===== config.mk =====
export PLATFORM = sky130hd
export DESIGN_NAME = isrp_top
export DESIGN_NICKNAME = d
export VERILOG_FILES = /design/src/isrp_pkg.sv /design/src/isrp_top.sv
export SDC_FILE = /design/constraint.sdc
export NUM_CORES = 1
export LEC_CHECK = 0
export BUFFER_PORTS_ARGS = -buffer_cell sky130_fd_sc_hd__clkbuf_2
export CORE_UTILIZATION = 50
export DETAILED_ROUTE_END_ITERATION = 10
export PLACE_DENSITY_LB_ADDON = 0.25
export SLEW_MARGIN = 20
export SYNTH_ARGS = -nofsm -noshare
export SYNTH_HDL_FRONTEND = slang
export SYNTH_SLANG_ARGS = --single-unit

===== constraint.sdc =====
create_clock -name clk -period 2.2 [get_ports clk]
set_clock_uncertainty 0.1 [all_clocks]
set_input_delay 0 -clock clk [delete_from_list [all_inputs] [get_ports clk]]
set_output_delay 0 -clock clk [all_outputs]
set_load 0.01 [all_outputs]

===== src/isrp_pkg.sv =====
// Constants and types for the two-wire slave register port
package isrp_pkg;

  // Clock and filter timing
  localparam int CLK_PERIOD_PS = 25000;
  localparam int SPIKE_NS = 50;
  localparam int SPIKE_CYC_INT = (SPIKE_NS * 1000 + CLK_PERIOD_PS - 1) / CLK_PERIOD_PS;
  localparam logic [2:0] SPIKE_CYC = 3'(SPIKE_CYC_INT < 1 ? 1 : SPIKE_CYC_INT);

  // Bus rates served (bit/s); high-speed mode is not offered
  localparam int FAST_RATE_BPS = 400000;
  localparam int FAST_PLUS_RATE_BPS = 1000000;
  localparam int P2P_RATE_BAUD = 5000000;

  // Slave address layout
  localparam logic [4:0] SLAVE_ADDR_HI = 5'h0a;
  localparam int ADDR_HI_POS = 2;
  localparam int RW_BIT_POS = 0;
  localparam logic RW_WRITE = 1'b0;
  localparam logic RW_READ = 1'b1;

  // Register pointer
  localparam int REG_AW = 8;
  localparam logic [REG_AW-1:0] FIFO_REG_ADDR = 8'h05;
  localparam logic [REG_AW-1:0] PTR_RESET = 8'h00;
  localparam logic [REG_AW-1:0] PTR_STEP = 8'h01;

  // Bit counter
  localparam logic [2:0] LAST_BIT = 3'h7;

  // Protocol states
  typedef enum logic [3:0] {
    ST_IDLE    = 4'b0000,
    ST_ADDR    = 4'b0001,
    ST_ADDR_AK = 4'b0010,
    ST_REG     = 4'b0011,
    ST_REG_AK  = 4'b0100,
    ST_WR      = 4'b0101,
    ST_WR_AK   = 4'b0110,
    ST_RD      = 4'b0111,
    ST_RD_AK   = 4'b1000,
    ST_SKIP    = 4'b1001
  } isrp_state_t;

endpackage


===== src/isrp_top.sv =====
// Two-wire slave port giving an external master access to internal registers
`timescale 1ns/1ps
module isrp_top
  import isrp_pkg::*;
(
  // Clock, reset, enable
  input  wire logic clk,
  input  wire logic rst,
  input  wire logic ce,
  // Bus pins
  input  wire logic scl_pin,
  input  wire logic sda_pin,
  output logic sda_drive,
  output logic sda_en,
  // Data keeper
  output logic keeper_level,
  output logic keeper_en,
  // Configuration
  input  wire logic if_selected,
  input  wire logic p2p_mode,
  input  wire logic use_nvm_addr,
  input  wire logic [1:0] nvm_addr,
  input  wire logic [1:0] addr_pin,
  // Register access
  output logic wr_stb,
  output logic [REG_AW-1:0] wr_addr,
  output logic [7:0] wr_data,
  output logic rd_stb,
  output logic [REG_AW-1:0] rd_addr,
  input  wire logic [7:0] rd_data,
  // Status
  output logic bus_busy,
  output logic selected
);

  // No clock pin output exists: the clock line is never driven

  logic [1:0] scl_s_q;
  logic [1:0] sda_s_q;
  logic [1:0] apin0_s_q;
  logic [1:0] apin1_s_q;
  logic scl_f_q;
  logic sda_f_q;
  logic [2:0] scl_cnt_q;
  logic [2:0] sda_cnt_q;
  logic scl_p_q;
  logic sda_p_q;
  isrp_state_t state_q;
  logic [2:0] bit_q;
  logic full_q;
  logic [7:0] shift_q;
  logic [7:0] tx_q;
  logic [7:0] rd_buf_q;
  logic rd_cap_q;
  logic [REG_AW-1:0] ptr_q;
  logic busy_q;
  logic sel_q;
  logic wr_stb_q;
  logic [REG_AW-1:0] wr_addr_q;
  logic [7:0] wr_data_q;
  logic rd_stb_q;
  logic [REG_AW-1:0] rd_addr_q;
  logic sda_drive_q;
  logic sda_en_q;
  logic keep_q;

  logic rise;
  logic fall;
  logic start_cond;
  logic stop_cond;
  logic [7:0] byte_in;
  logic [1:0] low_bits;
  logic [6:0] own_addr;
  logic addr_match;
  logic at_fifo;
  logic [REG_AW-1:0] ptr_next;
  logic ack_phase;
  logic tx_phase;
  logic want_en;

  // Two-stage synchronisers; short latency keeps pace with 1 Mbit/s
  always_ff @(posedge clk or posedge rst)
  begin
    if (rst)
    begin
      scl_s_q <= 2'h3;
      sda_s_q <= 2'h3;
      apin0_s_q <= 2'h0;
      apin1_s_q <= 2'h0;
    end
    else if (ce)
    begin
      scl_s_q <= {scl_s_q[0], scl_pin};
      sda_s_q <= {sda_s_q[0], sda_pin};
      apin0_s_q <= {apin0_s_q[0], addr_pin[0]};
      apin1_s_q <= {apin1_s_q[0], addr_pin[1]};
    end
  end

  // Spike suppression: a level must persist before it is taken
  always_ff @(posedge clk or posedge rst)
  begin
    if (rst)
    begin
      scl_f_q <= 1'b1;
      scl_cnt_q <= 3'h0;
    end
    else if (ce)
    begin
      if (!if_selected || scl_s_q[1] == scl_f_q)
      begin
        scl_f_q <= scl_s_q[1];
        scl_cnt_q <= 3'h0;
      end
      else if (scl_cnt_q + 3'h1 >= SPIKE_CYC)
      begin
        scl_f_q <= scl_s_q[1];
        scl_cnt_q <= 3'h0;
      end
      else
      begin
        scl_cnt_q <= scl_cnt_q + 3'h1;
      end
    end
  end

  always_ff @(posedge clk or posedge rst)
  begin
    if (rst)
    begin
      sda_f_q <= 1'b1;
      sda_cnt_q <= 3'h0;
    end
    else if (ce)
    begin
      if (!if_selected || sda_s_q[1] == sda_f_q)
      begin
        sda_f_q <= sda_s_q[1];
        sda_cnt_q <= 3'h0;
      end
      else if (sda_cnt_q + 3'h1 >= SPIKE_CYC)
      begin
        sda_f_q <= sda_s_q[1];
        sda_cnt_q <= 3'h0;
      end
      else
      begin
        sda_cnt_q <= sda_cnt_q + 3'h1;
      end
    end
  end

  always_ff @(posedge clk or posedge rst)
  begin
    if (rst)
    begin
      scl_p_q <= 1'b1;
      sda_p_q <= 1'b1;
    end
    else if (ce)
    begin
      scl_p_q <= scl_f_q;
      sda_p_q <= sda_f_q;
    end
  end

  // Bus events
  assign rise = scl_f_q && !scl_p_q;
  assign fall = !scl_f_q && scl_p_q;
  assign start_cond = scl_f_q && scl_p_q && sda_p_q && !sda_f_q;
  assign stop_cond = scl_f_q && scl_p_q && !sda_p_q && sda_f_q;
  assign byte_in = {shift_q[6:0], sda_f_q};

  // Own address; fixed upper part excludes general call and device-ID codes
  always_comb
  begin
    if (use_nvm_addr)
      low_bits = nvm_addr;
    else if (p2p_mode)
      low_bits = {1'b0, apin0_s_q[1]};
    else
      low_bits = {apin1_s_q[1], apin0_s_q[1]};
  end

  assign own_addr = {SLAVE_ADDR_HI, low_bits};
  assign addr_match = byte_in[7:1] == own_addr;
  assign at_fifo = ptr_q == FIFO_REG_ADDR;
  assign ptr_next = at_fifo ? ptr_q : ptr_q + PTR_STEP;

  // Bus occupancy
  always_ff @(posedge clk or posedge rst)
  begin
    if (rst)
      busy_q <= 1'b0;
    else if (ce)
    begin
      if (start_cond)
        busy_q <= 1'b1;
      else if (stop_cond)
        busy_q <= 1'b0;
    end
  end

  // Protocol sequencer
  always_ff @(posedge clk or posedge rst)
  begin
    if (rst)
    begin
      state_q <= ST_IDLE;
      bit_q <= 3'h0;
      full_q <= 1'b0;
      shift_q <= 8'h00;
      sel_q <= 1'b0;
    end
    else if (ce)
    begin
      if (start_cond)
      begin
        state_q <= ST_ADDR;
        bit_q <= 3'h0;
        full_q <= 1'b0;
        sel_q <= 1'b0;
      end
      else if (stop_cond)
      begin
        state_q <= ST_IDLE;
        full_q <= 1'b0;
        sel_q <= 1'b0;
      end
      else if (rise)
      begin
        case (state_q)
          ST_ADDR, ST_REG, ST_WR:
          begin
            shift_q <= byte_in;
            bit_q <= bit_q + 3'h1;
            if (bit_q == LAST_BIT)
            begin
              if (state_q == ST_ADDR && !addr_match)
                state_q <= ST_SKIP;
              else
                full_q <= 1'b1;
              if (state_q == ST_ADDR && addr_match)
                sel_q <= 1'b1;
            end
          end
          ST_RD:
          begin
            bit_q <= bit_q + 3'h1;
            if (bit_q == LAST_BIT)
              full_q <= 1'b1;
          end
          ST_RD_AK:
          begin
            shift_q <= {7'h00, sda_f_q};
          end
          default:
          begin
            bit_q <= bit_q;
          end
        endcase
      end
      else if (fall)
      begin
        full_q <= 1'b0;
        bit_q <= 3'h0;
        case (state_q)
          ST_ADDR:
            if (full_q)
              state_q <= ST_ADDR_AK;
          ST_REG:
            if (full_q)
              state_q <= ST_REG_AK;
          ST_WR:
            if (full_q)
              state_q <= ST_WR_AK;
          ST_RD:
            if (full_q)
              state_q <= ST_RD_AK;
          ST_ADDR_AK:
            state_q <= (shift_q[RW_BIT_POS] == RW_READ) ? ST_RD : ST_REG;
          ST_REG_AK:
            state_q <= ST_WR;
          ST_WR_AK:
            state_q <= ST_WR;
          ST_RD_AK:
            state_q <= shift_q[0] ? ST_SKIP : ST_RD;
          default:
            state_q <= state_q;
        endcase
        if (!full_q && (state_q == ST_ADDR || state_q == ST_REG || state_q == ST_WR
            || state_q == ST_RD))
          bit_q <= bit_q;
      end
    end
  end

  // Register pointer and access strobes
  always_ff @(posedge clk or posedge rst)
  begin
    if (rst)
    begin
      ptr_q <= PTR_RESET;
      wr_stb_q <= 1'b0;
      wr_addr_q <= PTR_RESET;
      wr_data_q <= 8'h00;
      rd_stb_q <= 1'b0;
      rd_addr_q <= PTR_RESET;
    end
    else if (ce)
    begin
      wr_stb_q <= 1'b0;
      rd_stb_q <= 1'b0;
      if (rise && !start_cond && !stop_cond)
      begin
        if (bit_q == LAST_BIT && state_q == ST_REG)
          ptr_q <= byte_in;
        if (bit_q == LAST_BIT && state_q == ST_WR)
        begin
          wr_stb_q <= 1'b1;
          wr_addr_q <= ptr_q;
          wr_data_q <= byte_in;
          ptr_q <= ptr_next;
        end
        if ((bit_q == LAST_BIT && state_q == ST_ADDR && addr_match
             && byte_in[RW_BIT_POS] == RW_READ)
            || (state_q == ST_RD_AK && !sda_f_q))
        begin
          rd_stb_q <= 1'b1;
          rd_addr_q <= ptr_q;
          ptr_q <= ptr_next;
        end
      end
    end
  end

  // Read data capture and serialiser
  always_ff @(posedge clk or posedge rst)
  begin
    if (rst)
    begin
      rd_cap_q <= 1'b0;
      rd_buf_q <= 8'h00;
      tx_q <= 8'hff;
    end
    else if (ce)
    begin
      rd_cap_q <= rd_stb_q;
      if (rd_cap_q)
        rd_buf_q <= rd_data;
      if (fall && !start_cond && !stop_cond)
      begin
        if ((state_q == ST_ADDR_AK && shift_q[RW_BIT_POS] == RW_READ)
            || (state_q == ST_RD_AK && !shift_q[0]))
          tx_q <= rd_buf_q;
        else if (state_q == ST_RD && !full_q)
          tx_q <= {tx_q[6:0], 1'b1};
      end
    end
  end

  // Data line drive
  assign ack_phase = state_q == ST_ADDR_AK || state_q == ST_REG_AK || state_q == ST_WR_AK;
  // Held through the last bit's high phase, released only after the fall
  assign tx_phase = state_q == ST_RD;

  always_comb
  begin
    if (p2p_mode)
      want_en = (ack_phase || tx_phase) && !scl_f_q;
    else
      want_en = ack_phase || (tx_phase && !tx_q[7]);
  end

  always_ff @(posedge clk or posedge rst)
  begin
    if (rst)
    begin
      sda_en_q <= 1'b0;
      sda_drive_q <= 1'b1;
    end
    else if (ce)
    begin
      sda_en_q <= want_en;
      if (ack_phase)
        sda_drive_q <= 1'b0;
      else if (p2p_mode)
        sda_drive_q <= tx_q[7];
      else
        sda_drive_q <= 1'b0;
    end
  end

  // Keeper follows the line while clock is low and holds while high
  always_ff @(posedge clk or posedge rst)
  begin
    if (rst)
      keep_q <= 1'b1;
    else if (ce)
    begin
      if (!scl_f_q)
        keep_q <= sda_f_q;
    end
  end

  assign sda_drive = sda_drive_q;
  assign sda_en = sda_en_q;
  assign keeper_level = keep_q;
  assign keeper_en = p2p_mode;
  assign wr_stb = wr_stb_q;
  assign wr_addr = wr_addr_q;
  assign wr_data = wr_data_q;
  assign rd_stb = rd_stb_q;
  assign rd_addr = rd_addr_q;
  assign bus_busy = busy_q;
  assign selected = sel_q;

endmodule


* Word-level counts from Yosys, hierarchy flattened
Index checks and enable logic that the tools add are counted.
** Storage, ports and cells
- Register bits :: 89
- Input port bits :: 20
** Cells by class
- Magnitude comparators :: 2
- Muxes and demuxes :: 60
- Reduce and logical (&&, ||, !) cells :: 77
- $add $sub $neg :: 4
- Bitwise logic cells :: 3
- Equal/unequal tests :: 27
** Operators by type and width (count)
- two-way mux 4 bit :: 12
- two-way mux 8 bit :: 6
- two-way mux 3 bit :: 11
- != test 5 bit (second input constant) :: 6
- case mux 4 bit (7 select lines) :: 1
- two-way mux 1 bit :: 26
- logical AND 1 bit :: 25
- nonzero test 3 bit :: 6
- == test 4 x 3 -> 1 bit (second input constant) :: 4
- AND reduction 5 bit :: 3
- case mux 7 bit (2 select lines) :: 1
- != test 4 x 1 -> 1 bit (second input constant) :: 3
- AND reduction 3 bit :: 4
- zero test 1 bit :: 11
- logical OR 1 bit :: 11
- AND reduction 10 bit :: 1
- AND reduction 2 bit :: 5
- nonzero test 10 bit :: 1
- nonzero test 2 bit :: 5
- adder 3 x 1 -> 3 bit (second input constant) :: 3
- adder 8 x 1 -> 8 bit (second input constant) :: 1
- == test 4 x 2 -> 1 bit (second input constant) :: 2
- == test 8 x 3 -> 1 bit (second input constant) :: 1
- == test 7 x 6 -> 1 bit :: 1
- 18 further kinds :: 23

* Logic depth before layout (Yosys ltp)
Gate-level depths: netlist of run 1.
- Depth in word-level cells :: 11
- Gate-level depth with buffers :: 8
- Mapped depth without buffers :: 8

* Worst setup path after synthesis of run 1
No wires, ideal clock.
- Kind :: reg-to-reg
- Start point :: reg scl_f_q
- End point :: reg bit_q[0]
- Cell stages (with the launch flop) :: 8
- Library setup time :: 0.125 ns
- Data arrival time :: 1.818 ns
- Required time :: 1.975 ns
- Setup slack :: 0.157 ns
- Buffers on the path :: 1
- Cell sequence :: dfstp_2 -> ha_1 -> clkbuf_1 -> a211oi_1 -> a21oi_1 -> o22ai_1 -> nand2_1 -> mux2_2
** On the way
- Cells in the longest elaborated chain, start to end :: 5
** RTL lines
- start, declared :: line isrp_top.sv:42 : logic scl_f_q;
- start signal, assigned :: line isrp_top.sv:112 : scl_f_q <= scl_s_q[1];
- start signal, assigned :: line isrp_top.sv:117 : scl_f_q <= scl_s_q[1];
- logical AND 1 bit :: line isrp_top.sv:170, isrp_top.sv:171
- logical AND 1 bit, on equally long branches (2 in series) :: line isrp_top.sv:170, isrp_top.sv:171
- != test 3 bit (no line) (tied with other cells)
- AND reduction 5 bit (no line)
- end signal, assigned :: line isrp_top.sv:236 : bit_q <= bit_q + 3'h1;
- end signal, assigned :: line isrp_top.sv:249 : bit_q <= bit_q + 3'h1;
- end signal, assigned :: line isrp_top.sv:259 : bit_q <= bit_q;
- end, declared :: line isrp_top.sv:49 : logic [2:0] bit_q;
Several ways; a longest one is shown, not always the timed one. The select of a mux whose other input is x is not followed.
A chain may end at the register's enable or synchronous reset.

* Worst setup path in the final report of run 1
- Start point :: reg bit_q[1]
- End point :: reg ptr_q[3]
** On the way
- Cells in the longest elaborated chain, start to end :: 7
** RTL lines
- == test 3 bit (*) :: line isrp_top.sv:316, isrp_top.sv:318, isrp_top.sv:325
- logical AND 1 bit (2 in series) :: line isrp_top.sv:325 : if ((bit_q == LAST_BIT && state_q == ST_ADDR && addr_match
- logical AND 1 bit :: line isrp_top.sv:326 : && byte_in[RW_BIT_POS] == RW_READ)
- logical OR 1 bit :: line isrp_top.sv:327 : || (state_q == ST_RD_AK && !sda_f_q))
- nonzero test 3 bit (no line)
- AND reduction 3 bit (no line)
- end signal, assigned :: line isrp_top.sv:317 : ptr_q <= byte_in;
- end signal, assigned :: line isrp_top.sv:323 : ptr_q <= ptr_next;
- end signal, assigned :: line isrp_top.sv:331 : ptr_q <= ptr_next;
- end, declared :: line isrp_top.sv:55 : logic [REG_AW-1:0] ptr_q;
Mark *: on every way between the ends. The rest lies on a longest branch, timed or not.

==> results of run 1 <==
metal layers:
layer | global-route usage | vias to the layer above
li1 | - | 1652
met1 | 0.268 | 1673
met2 | 0.369 | 74
met3 | 0.0340 | 17
met4 | 0.0746 | 0
met5 | 0 | -
synthesized netlist by cell type, types with 4 or more instances:
library cell / n / area share
xnor2_1: 4 / 0.0078
nor2_1: 16 / 0.013
dfstp_2: 18 / 0.10
nand2_1: 44 / 0.037
a22oi_1: 4 / 0.0066
nor3_1: 7 / 0.0078
dfrtp_1: 71 / 0.39
mux2_2: 51 / 0.13
nor3b_1: 5 / 0.0083
ha_1: 11 / 0.030
o2bb2ai_1: 4 / 0.0078
inv_1: 20 / 0.017
o211ai_1: 4 / 0.0066
nor2b_1: 8 / 0.011
clkbuf_1: 12 / 0.010
nand3_1: 7 / 0.0078
o21ai_0: 22 / 0.024
a21oi_1: 19 / 0.021
and3_1: 8 / 0.011
buf_2: 4 / 0.0044
mux2i_1: 17 / 0.038
power groups by stage:
stage	clock [uW]	sequential, uW	combinational (uW)
2_1_floorplan	0	2290	1390
3_3_place_gp	0	2350	1900
3_5_place_dp	0	2370	1950
4_1_cts	1020	2340	2000
5_1_grt	1090	2400	2420
6_report	1000	2350	2170
state kept, by name, summed over array words and instances, names as in the netlist, 3 cells and up:
signal,count
state_q,4
wr_addr,8
rd_addr,8
scl_cnt_q,3
tx_q,8
bit_q,3
shift_q,7
rd_buf_q,8
ptr_q,8
wr_data,8
sda_cnt_q,3
layout make-up:
type / instances / area (um2)
multi-input cells: 280 / 2210
clock buffers: 12 / 145
clock inverters: 4 / 20.0
inverters: 20 / 78.8
repair buffers: 109 / 763
flip-flops and latches: 89 / 2250
well taps: 108 / 135
fillers: 694 / 3120
final timing paths:
path	to	start	slack [ns]
worst min register to register	tx_q[0]	tx_q[0]	0.37
worst max-delay path	ptr_q[3]	bit_q[1]	0.03
min in group clk	rd_buf_q[0]	rd_data[0]	0.31
max in group asynchronous	shift_q[2]	rst	1.11
worst min-delay path	wr_addr[2]	rst	0.16
worst max register to register	ptr_q[3]	bit_q[1]	0.03
metrics by stage:
step | utilization | hold WS (ns)
2_1_floorplan | - | -0.00823
3_3_place_gp | 0.580 | 0.0176
3_5_place_dp | 0.580 | 0.0173
4_1_cts | 0.621 | 0.184
5_1_grt | 0.643 | 0.224
6_report | 0.643 | 0.163
critical path, cell delays in order (launching register included):
cell       delay (ns)
dfrtp_1          0.40
ha_4             0.16
ha_4             0.13
nand3b_1         0.11
nor3_2           0.24
o211ai_1         0.16
buf_4            0.18
o21ai_4          0.20
buf_6            0.14
o311ai_4         0.09
o2bb2ai_1        0.14
logic make-up (layout without fill, tap and decap cells):
logic type | after synthesis | count (layout)
XOR/XNOR | 7 | 7
AND/OR/NAND/NOR | 113 | 113
buffers and inverters | 41 | 145
adder cells (fa/ha/maj) | 11 | 11
flip-flops | 89 | 89
AO/OA/AOI/OAI | 79 | 81
multiplexers | 68 | 68
what timing repair did:
action,4_1_cts,5_1_grt
gates cloned,0,2
pin swaps,1,8
resized for setup,1,22
endpoints found under the hold margin,47,0
buffers inserted,4,7
hold buffers,16,0
setup endpoints to repair,6,46
==> flow_metrics.env, run 1 <==
export IMPL_pwr_share_seq=0.425
export IMPL_diodes=0
export IMPL_vdd_drop_max_mv=0.539
export IMPL_drc_errors=0
export IMPL_design_portCount=52
export IMPL_worst_pin_slew_ns=0.664
export IMPL_synth_edf_count=0
export IMPL_p_leak_uw=0.00269
export IMPL_die_w_um=97.0
export IMPL_worstSkewPairLatency_ns=0.36
export IMPL_dr_wl_met3_um=331
export IMPL_dp_hpwl_um=6750
export IMPL_worst_slack_ns=0.0329
export IMPL_reg2regPathDepth=10
export IMPL_rsz0062_at_grt="yes"
export IMPL_slew_viol_final=0
export IMPL_start_util=0.518
export IMPL_powerDensity_nw_per_um2=984
export IMPL_min_period_ns=2.17
export IMPL_grt_max_degree=38
export IMPL_pre_cts_ws_ns=-0.0487
export IMPL_synth_compound_area_share=0.124
export IMPL_htree_levels=3
export IMPL_drv_cap=0
export IMPL_hold_viol=0
export IMPL_wl_met1_um=4300
export IMPL_wl_per_cell_um=15.9
export IMPL_dpl_instance_area_um2=5060
export IMPL_die_area_um2=9420
export IMPL_path_clk_slew_ns=0.09
export IMPL_drtPass1Iterations=4
export IMPL_synthToLayoutAreaGrowth_pct=24.1
export IMPL_yosysUniqueCellTypes=54
export IMPL_cp_start_kind="flop"
export IMPL_fmax_ghz=0.461
export IMPL_netlist_area_um2=4520
export IMPL_setup_viol=0
export IMPL_final_common_cell="dfrtp_1"
export IMPL_hold_path_class="input port to asynchronous set/reset pin"
export IMPL_final_cell_mix="dfrtp_1 (71), mux2_2 (51), clkbuf_2 (51), nand2_1 (42), buf_4 (38)"
export IMPL_grt_overflow=0
export IMPL_vias=3416
export IMPL_synthMuxAreaShare=0.165
export IMPL_core_um2=8720
export IMPL_wl_met2_um=5090
export IMPL_placementRows=34
export IMPL_wl_um=9870
export IMPL_drive_above_1_share=0.399
export IMPL_switching_share=0.361
export IMPL_cts_root_buffer="clkbuf_8"
export IMPL_cts_buffers=9
export IMPL_clkPwrFrac=0.182
export IMPL_path_class="flop to flop"
export IMPL_comb_power_share=0.393
export IMPL_top_layer="met4"
export IMPL_nets=540
export IMPL_io_buffers=51
export IMPL_fin_tns_setup_ns=0
export IMPL_synthAdderAreaFrac=0.0305
export IMPL_antenna_found_initial=0
export IMPL_gp_congestion=0.839
export IMPL_cts_sinks=89
export IMPL_synth_xor_area_frac=0.0136
export IMPL_placed_cells=577
export IMPL_antenna_left=0
export IMPL_cp_data_required_time_ns=2.35
export IMPL_switchingPower_uw=1990
export IMPL_grtUsageTotal=0.212
export IMPL_syn_inst=408
export IMPL_finalCritPeriodShare=0.985
export IMPL_p_total_uw=5520
export IMPL_final_cells=622
export IMPL_syn_num_nets=439
export IMPL_synth_seq_area_share=0.498
export IMPL_ctsLongestPathBuffers=2
export IMPL_status="finished clean"
export IMPL_routed_via_density=5.49
export IMPL_fin_area_um2=5600
export IMPL_crit_arrival_ns=2.32
export IMPL_grt_pass1_wl_um=16100
export IMPL_synth_seq_cells=89
export IMPL_path_max_fanout=4
export IMPL_synthFlopType="dfrtp_1"
export IMPL_yosysWarnings=0
export IMPL_relSlewSlack=0.557
export IMPL_endpoint_kind="flop"
export IMPL_synthArstFlopShare=1.00
export IMPL_cell_internal_pwr_uw=3530
export IMPL_cts_tree="done"
export IMPL_dr_first_iter_drc_count=81
export IMPL_die_height_um=97.0
export IMPL_grt_pass1_vias=3318
export IMPL_synth_top_family_by_area="multiplexers"
export IMPL_synth_simple_gate_area_share=0.128
export IMPL_avgSynthCellArea_um2=11.1
Power figures use the tool's default switching activity.
==> run 2, diff against run 1 <==
--- a/config.mk
+++ b/config.mk
@@ -5,6 +5,7 @@
 export SDC_FILE = /design/constraint.sdc
 export NUM_CORES = 1
 export LEC_CHECK = 0
+export ABC_AREA = 1
 export BUFFER_PORTS_ARGS = -buffer_cell sky130_fd_sc_hd__clkbuf_2
 export CORE_UTILIZATION = 50
 export DETAILED_ROUTE_END_ITERATION = 10
==> run 2 against run 1 <==
Effect of this change:
- the flow now finishes with violations (DRC)
- non-clock buffer count is 29 lower
- global-route usage rose by 0.57 points
- sequential share of layout area increased by 1.4 points
- clock power grew 16%
- via count grew 12%
- utilization decreased by 2.8 points
- synthesized cell count rose by 34%
- die area increased by 1.9%
- sequential power rose by 8%
- critical path depth stayed put
- cell count up 18%
- register-to-register slack better by 0.13 ns
- largest cell class unchanged
==> flow_metrics.env, run 2 <==
export IMPL_die_height_um=98.0
export IMPL_synthToLayoutAreaGrowth_pct=17.6
export IMPL_yosysMostFrequentCell="nand2_1"
export IMPL_hold_path_class="input port to asynchronous set/reset pin"
export IMPL_powerDensity_nw_per_um2=1060
export IMPL_syn_inst=548
export IMPL_p_total_uw=5720
export IMPL_grt_max_degree=34
export IMPL_synth_seq_cells=89
export IMPL_grt_overflow=0
export IMPL_top_usage_layer="met2"
export IMPL_path_cells="ha_1, nand3_1, nand2_2, inv_2, nand2_1, inv_1, o21ai_1, nand2_1, nand2_1, nand2_1"
export IMPL_cts_setup_buffers=0
export IMPL_yosysWarnings=0
export IMPL_wl_per_cell_um=13.2
export IMPL_nets=654
export IMPL_fmax_ghz=0.492
export IMPL_io_buffers=51
export IMPL_cts_buffers=9
export IMPL_crit_arrival_ns=2.19
export IMPL_path_max_fanout=5
export IMPL_vdd_drop_max_mv=0.539
export IMPL_path_class="flop to flop"
export IMPL_slew_viol_final=0
export IMPL_vias=3828
export IMPL_drc_errors=4
export IMPL_fin_tns_setup_ns=0
export IMPL_drtPass1Iterations=7
export IMPL_grtUsageTotal=0.218
export IMPL_routed_via_density=5.21
export IMPL_synth_commonest_cells="nand2_1 (167), dfrtp_1 (71), inv_1 (55)"
export IMPL_grt_util_met3=0.0379
export IMPL_worst_pin_slew_ns=0.687
export IMPL_placementRows=34
export IMPL_netlist_area_um2=4600
export IMPL_final_common_cell="nand2_1"
export IMPL_finalCritPeriodShare=0.925
export IMPL_relSlewSlack=0.541
export IMPL_status="finished with violations"
export IMPL_ctsLongestPathBuffers=2
export IMPL_cts_root_buffer="clkbuf_8"
export IMPL_cp_start_kind="flop"
export IMPL_grt_pass1_vias=3618
export IMPL_design_portCount=52
export IMPL_syn_num_nets=579
export IMPL_die_area_um2=9600
export IMPL_drive_above_1_share=0.228
export IMPL_synth_edf_count=0
export IMPL_synth_area_leaders="dfrtp_1 (39%), nand2_1 (14%), dfstp_2 (10%)"
export IMPL_dr_first_iter_drc_count=119
export IMPL_core_um2=8810
export IMPL_synth_seq_area_share=0.489
export IMPL_failed_checks="DRC"
export IMPL_synthArstFlopShare=1.00
export IMPL_final_cell_mix="nand2_1 (167), dfrtp_1 (71), inv_1 (54), clkbuf_2 (51), nand3_1 (44)"
export IMPL_htree_levels=3
export IMPL_cts_sinks=89
export IMPL_rr_endpoint="state_q[3]"
export IMPL_crit_slowest_cell="dfstp_2"
export IMPL_avgSynthCellArea_um2=8.40
export IMPL_antenna_left=0
export IMPL_fillers=758
export IMPL_grt_pass1_wl_um=16700
export IMPL_path_clk_slew_ns=0.09
export IMPL_rrSetupSlack_ns=0.17
export IMPL_path_common_cell="nand2_1"
export IMPL_gp_congestion=0.882
export IMPL_cp_data_required_time_ns=2.35
export IMPL_dp_hpwl_um=6880
export IMPL_use_met1=0.279
export IMPL_whs_ns=0.179
export IMPL_min_period_ns=2.03
export IMPL_r2r_start="scl_f_q"
export IMPL_synthFlopType="dfrtp_1"
export IMPL_yosys_area_top_type="dfrtp_1"
export IMPL_start_util=0.523
export IMPL_endpoint_kind="flop"
export IMPL_cp_startpoint="scl_f_q"
export IMPL_yosysUniqueCellTypes=42
export IMPL_antenna_found_initial=0
export IMPL_hold_viol=0
export IMPL_wl_um=9710
export IMPL_cts_tree="done"
export IMPL_die_w_um=98.0
export IMPL_grtUsageMet2=0.355
export IMPL_rsz0062_at_grt="no"
export IMPL_setup_viol=0
export IMPL_worstSkewPairLatency_ns=0.36
export IMPL_reg2regPathDepth=10
export IMPL_drv_cap=0
export IMPL_diodes=0
export IMPL_synth_top_area_share=0.386
export IMPL_worst_path_largest_cell_delay_ns=0.58
export IMPL_p_leak_uw=0.00274
-- run 2: layout make-up --
cell class | count | area [um2] | share of cell area
Sequential cell | 89 | 2250 | 0.416
Multi-Input combinational cell | 378 | 2000 | 0.370
Timing Repair Buffer | 80 | 573 | 0.106
Inverter | 65 | 250 | 0.0462
Clock buffer | 11 | 151 | 0.0280
Tap cell | 108 | 135 | 0.0250
Clock inverter | 4 | 52.6 | 0.00971
-- run 2: routing by layer --
| layer | up-vias | wire length [um] |
|---|---|---|
| met2 | 111 | 4550 |
| li1 | 1911 | - |
| met3 | 30 | 375 |
| met1 | 1776 | 4470 |
| met5 | - | 0 |
| met4 | 0 | 312 |
-- run 2: worst max-delay path, delay by kind of cell (launching register included) --
kind                     cells  cell delay (ns)
AO/OA/AOI/OAI                1             0.20
buffers and inverters        2             0.11
adder cells (fa/ha/maj)      1             0.24
flip-flops                   1             0.58
AND/OR/NAND/NOR              6             0.71
-- run 2: metrics by stage --
stage	cell area (um2)	utilization	cells	setup WS [ns]
final	5410	0.615	735	0.166
after global routing	5410	0.615	735	0.0374
after CTS	5410	0.615	735	0.175
after detailed placement	5010	0.569	700	0.186
after global placement	5010	0.569	700	0.219
after floorplan	4610	-	548	0.363
-- run 2: how the worst max path moves through the flow --
| stage | endpoint |
|---|---|
| 3_5_place_dp | ptr_q[7] |
| 4_1_cts | state_q[3] |
| 2_1_floorplan | state_q[1] |
| 3_3_place_gp | state_q[2] |
| 5_1_grt | state_q[3] |
| 6_report | state_q[3] |
-- run 2: logic make-up after synthesis --
logic type      after synthesis  share of synthesized area
compound gates               93                      0.120
xor+xnor                      6                     0.0114
fa+ha+maj                    11                     0.0299
buf+inv                      81                     0.0766
flops                        89                      0.489
mux                           8                     0.0196
simple gates                260                      0.254
-- run 2: timing repair --
| item | CTS | global route |
|---|---|---|
| endpoints found under the hold margin | 43 | 0 |
| hold buffers | 20 | 0 |
| gates resized for setup | 0 | 0 |
-- run 2: where the power goes --
| part | internal [uW] | total (uW) | leakage (uW) | switching (uW) |
|---|---|---|---|---|
| Combinational | 755 | 2030 | 0.00152 | 1270 |
| Sequential | 2160 | 2530 | 0.00112 | 371 |
| Clock | 583 | 1160 | 0.000105 | 577 |
==> run 3, diff against run 2 <==
--- a/config.mk
+++ b/config.mk
@@ -7,9 +7,10 @@
 export LEC_CHECK = 0
 export ABC_AREA = 1
 export BUFFER_PORTS_ARGS = -buffer_cell sky130_fd_sc_hd__clkbuf_2
-export CORE_UTILIZATION = 50
+export CORE_UTILIZATION = 40
 export DETAILED_ROUTE_END_ITERATION = 10
 export PLACE_DENSITY_LB_ADDON = 0.25
+export RECOVER_POWER = 100
 export SLEW_MARGIN = 20
 export SYNTH_ARGS = -nofsm -noshare
 export SYNTH_HDL_FRONTEND = slang
==> run 3 against run 2 <==
Effect of this change:
- the run now ends clean
- die area increased by 24%
- sequential power barely moved
- register-to-register slack barely moved
- global-route usage shrank 3.9 points
- first-iteration DRC count grew 84%
- critical path depth unchanged
- clock-buffer cell count shrank 2
- clock power up 43%
==> flow_metrics.env, run 3 (same netlist as run 2, synthesis figures left out) <==
export IMPL_core_um2=11000
export IMPL_nets=654
export IMPL_crit_slowest_cell="dfstp_2"
export IMPL_grt_max_degree=35
export IMPL_worstSkewPairLatency_ns=0.35
export IMPL_fin_tns_setup_ns=0
export IMPL_cts_buffers=9
export IMPL_drv_cap=0
export IMPL_pre_cts_ws_ns=0.204
export IMPL_crit_arrival_ns=2.17
export IMPL_grt_pass1_vias=3563
export IMPL_drtPass1Iterations=5
export IMPL_hold_viol=0
export IMPL_gp_congestion=0.844
export IMPL_endpoint_kind="flop"
export IMPL_wl_um=9710
export IMPL_whs_ns=0.0611
export IMPL_drc_errors=0
export IMPL_dpl_instance_area_um2=5070
export IMPL_start_util=0.417
export IMPL_cts_setup_buffers=0
export IMPL_final_cell_mix="nand2_1 (169), dfrtp_1 (71), inv_1 (56), o21ai_0 (56), nand3_1 (44)"
export IMPL_cp_data_required_time_ns=2.34
export IMPL_antenna_found_initial=0
export IMPL_path_clk_slew_ns=0.06
export IMPL_die_area_um2=11900
export IMPL_fin_area_um2=5450
export IMPL_wl_per_cell_um=12.6
export IMPL_path_cells="ha_1, nand3_1, nand2_2, inv_1, nand2_1, inv_1, o21ai_1, nand2_1, nand2_1, nand2_1"
export IMPL_min_period_ns=2.03
export IMPL_worst_path_largest_cell_delay_ns=0.57
export IMPL_vias=3786
export IMPL_rr_endpoint="state_q[2]"
export IMPL_htree_levels=3
export IMPL_ctsLongestPathBuffers=2
export IMPL_grt_overflow=0
export IMPL_cp_start_kind="flop"
export IMPL_final_common_cell="nand2_1"
export IMPL_rrSetupSlack_ns=0.17
export IMPL_placed_cells=736
export IMPL_status="finished clean"
export IMPL_path_class="flop to flop"
export IMPL_cts_tree="done"
export IMPL_path_common_cell="nand2_1"
export IMPL_drive_above_1_share=0.161
export IMPL_grt_pass1_wl_um=16300
export IMPL_relSlewSlack=0.213
export IMPL_diodes=0
export IMPL_routed_via_density=4.93
export IMPL_rsz0062_at_grt="no"
export IMPL_die_w_um=109
export IMPL_reg2regPathDepth=10
export IMPL_fillers=1114
export IMPL_synthToLayoutAreaGrowth_pct=18.3
export IMPL_cts_sinks=89
export IMPL_slew_viol_final=0
export IMPL_io_buffers=51
export IMPL_grtUsageTotal=0.179
export IMPL_p_leak_uw=0.00266
export IMPL_path_max_fanout=5
export IMPL_worst_pin_slew_ns=1.18
export IMPL_powerDensity_nw_per_um2=1130
export IMPL_antenna_left=0
export IMPL_cts_root_buffer="clkbuf_16"
export IMPL_hold_path_class="input port to asynchronous set/reset pin"
export IMPL_dp_hpwl_um=7030
export IMPL_fmax_ghz=0.492
export IMPL_worst_slack_ns=0.168
export IMPL_finalCritPeriodShare=0.923
export IMPL_placementRows=38
export IMPL_dr_first_iter_drc_count=219
export IMPL_design_portCount=52
export IMPL_setup_viol=0
export IMPL_final_cells=768
export IMPL_die_height_um=109
export IMPL_vdd_drop_max_mv=0.714
export IMPL_r2r_start="scl_f_q"
-- run 3: cell count changes in the layout (fill, tap and decap cells not counted), moves of 4 or more --
cell | before | now
clkbuf_8 | 11 | 0
o21ai_2 | 8 | 3
clkbuf_2 | 51 | 20
o21ai_1 | 17 | 5
clkbuf_1 | 0 | 36
o21ai_0 | 39 | 56
clkbuf_16 | 0 | 9
dlygate4sd3_1 | 20 | 16
-- run 3: routing by layer --
| layer | wire length (um) | vias up | GRT usage | part of all wire |
|---|---|---|---|---|
| li1 | - | 1920 | - | - |
| met1 | 4470 | 1795 | 0.214 | 0.46 |
| met2 | 4770 | 59 | 0.308 | 0.49 |
| met3 | 267 | 12 | 0.0326 | 0.027 |
| met4 | 215 | 0 | 0.0895 | 0.022 |
| met5 | 0 | - | 0 | 0 |
-- run 3: critical path, delay by kind of cell, from the launching register on --
kind / cells / cell delay, ns
and+or+nand+nor: 6 / 0.71
AOI/OAI and AO/OA: 1 / 0.18
adders and majority gates: 1 / 0.24
buffers and inverters: 2 / 0.13
DFF: 1 / 0.57
-- run 3: worst max path at each step --
stage               startpoint          to  slack (ns)  depth (start not counted)
floorplan              scl_f_q  state_q[1]        0.36                         10
global placement       scl_f_q  state_q[1]        0.27                         10
detailed placement     scl_f_q  state_q[2]        0.20                         10
CTS                    scl_f_q  state_q[2]        0.20                         10
global route           scl_f_q    ptr_q[0]        0.02                         10
finish                 scl_f_q  state_q[2]        0.17                         10
-- run 3: power by group --
group | switching [uW] | internal (uW)
registers | 359 | 2160
clock network | 656 | 1010
logic | 1270 | 718
-- run 3: final cells by class --
type | instances | area, um2 | area share
Clock buffer | 9 | 225 | 0.0413
Sequential cell | 89 | 2250 | 0.413
Inverter | 65 | 248 | 0.0455
Timing Repair Buffer | 80 | 472 | 0.0866
Tap cell | 140 | 175 | 0.0322
Clock inverter | 7 | 100 | 0.0184
Multi-Input combinational cell | 378 | 1980 | 0.363
-- run 3: per-stage QoR --
step,utilization,total power (uW)
final,0.494,6170
after detailed placement,0.459,4580
after global placement,0.459,4540
after global routing,0.494,6640
after CTS,0.503,6310
after floorplan,-,3990
-- run 3: repair_timing --
action                    4_1_cts  5_1_grt
hold buffers                   16        0
gates resized for setup         0        0
hold endpoints to repair      104        0
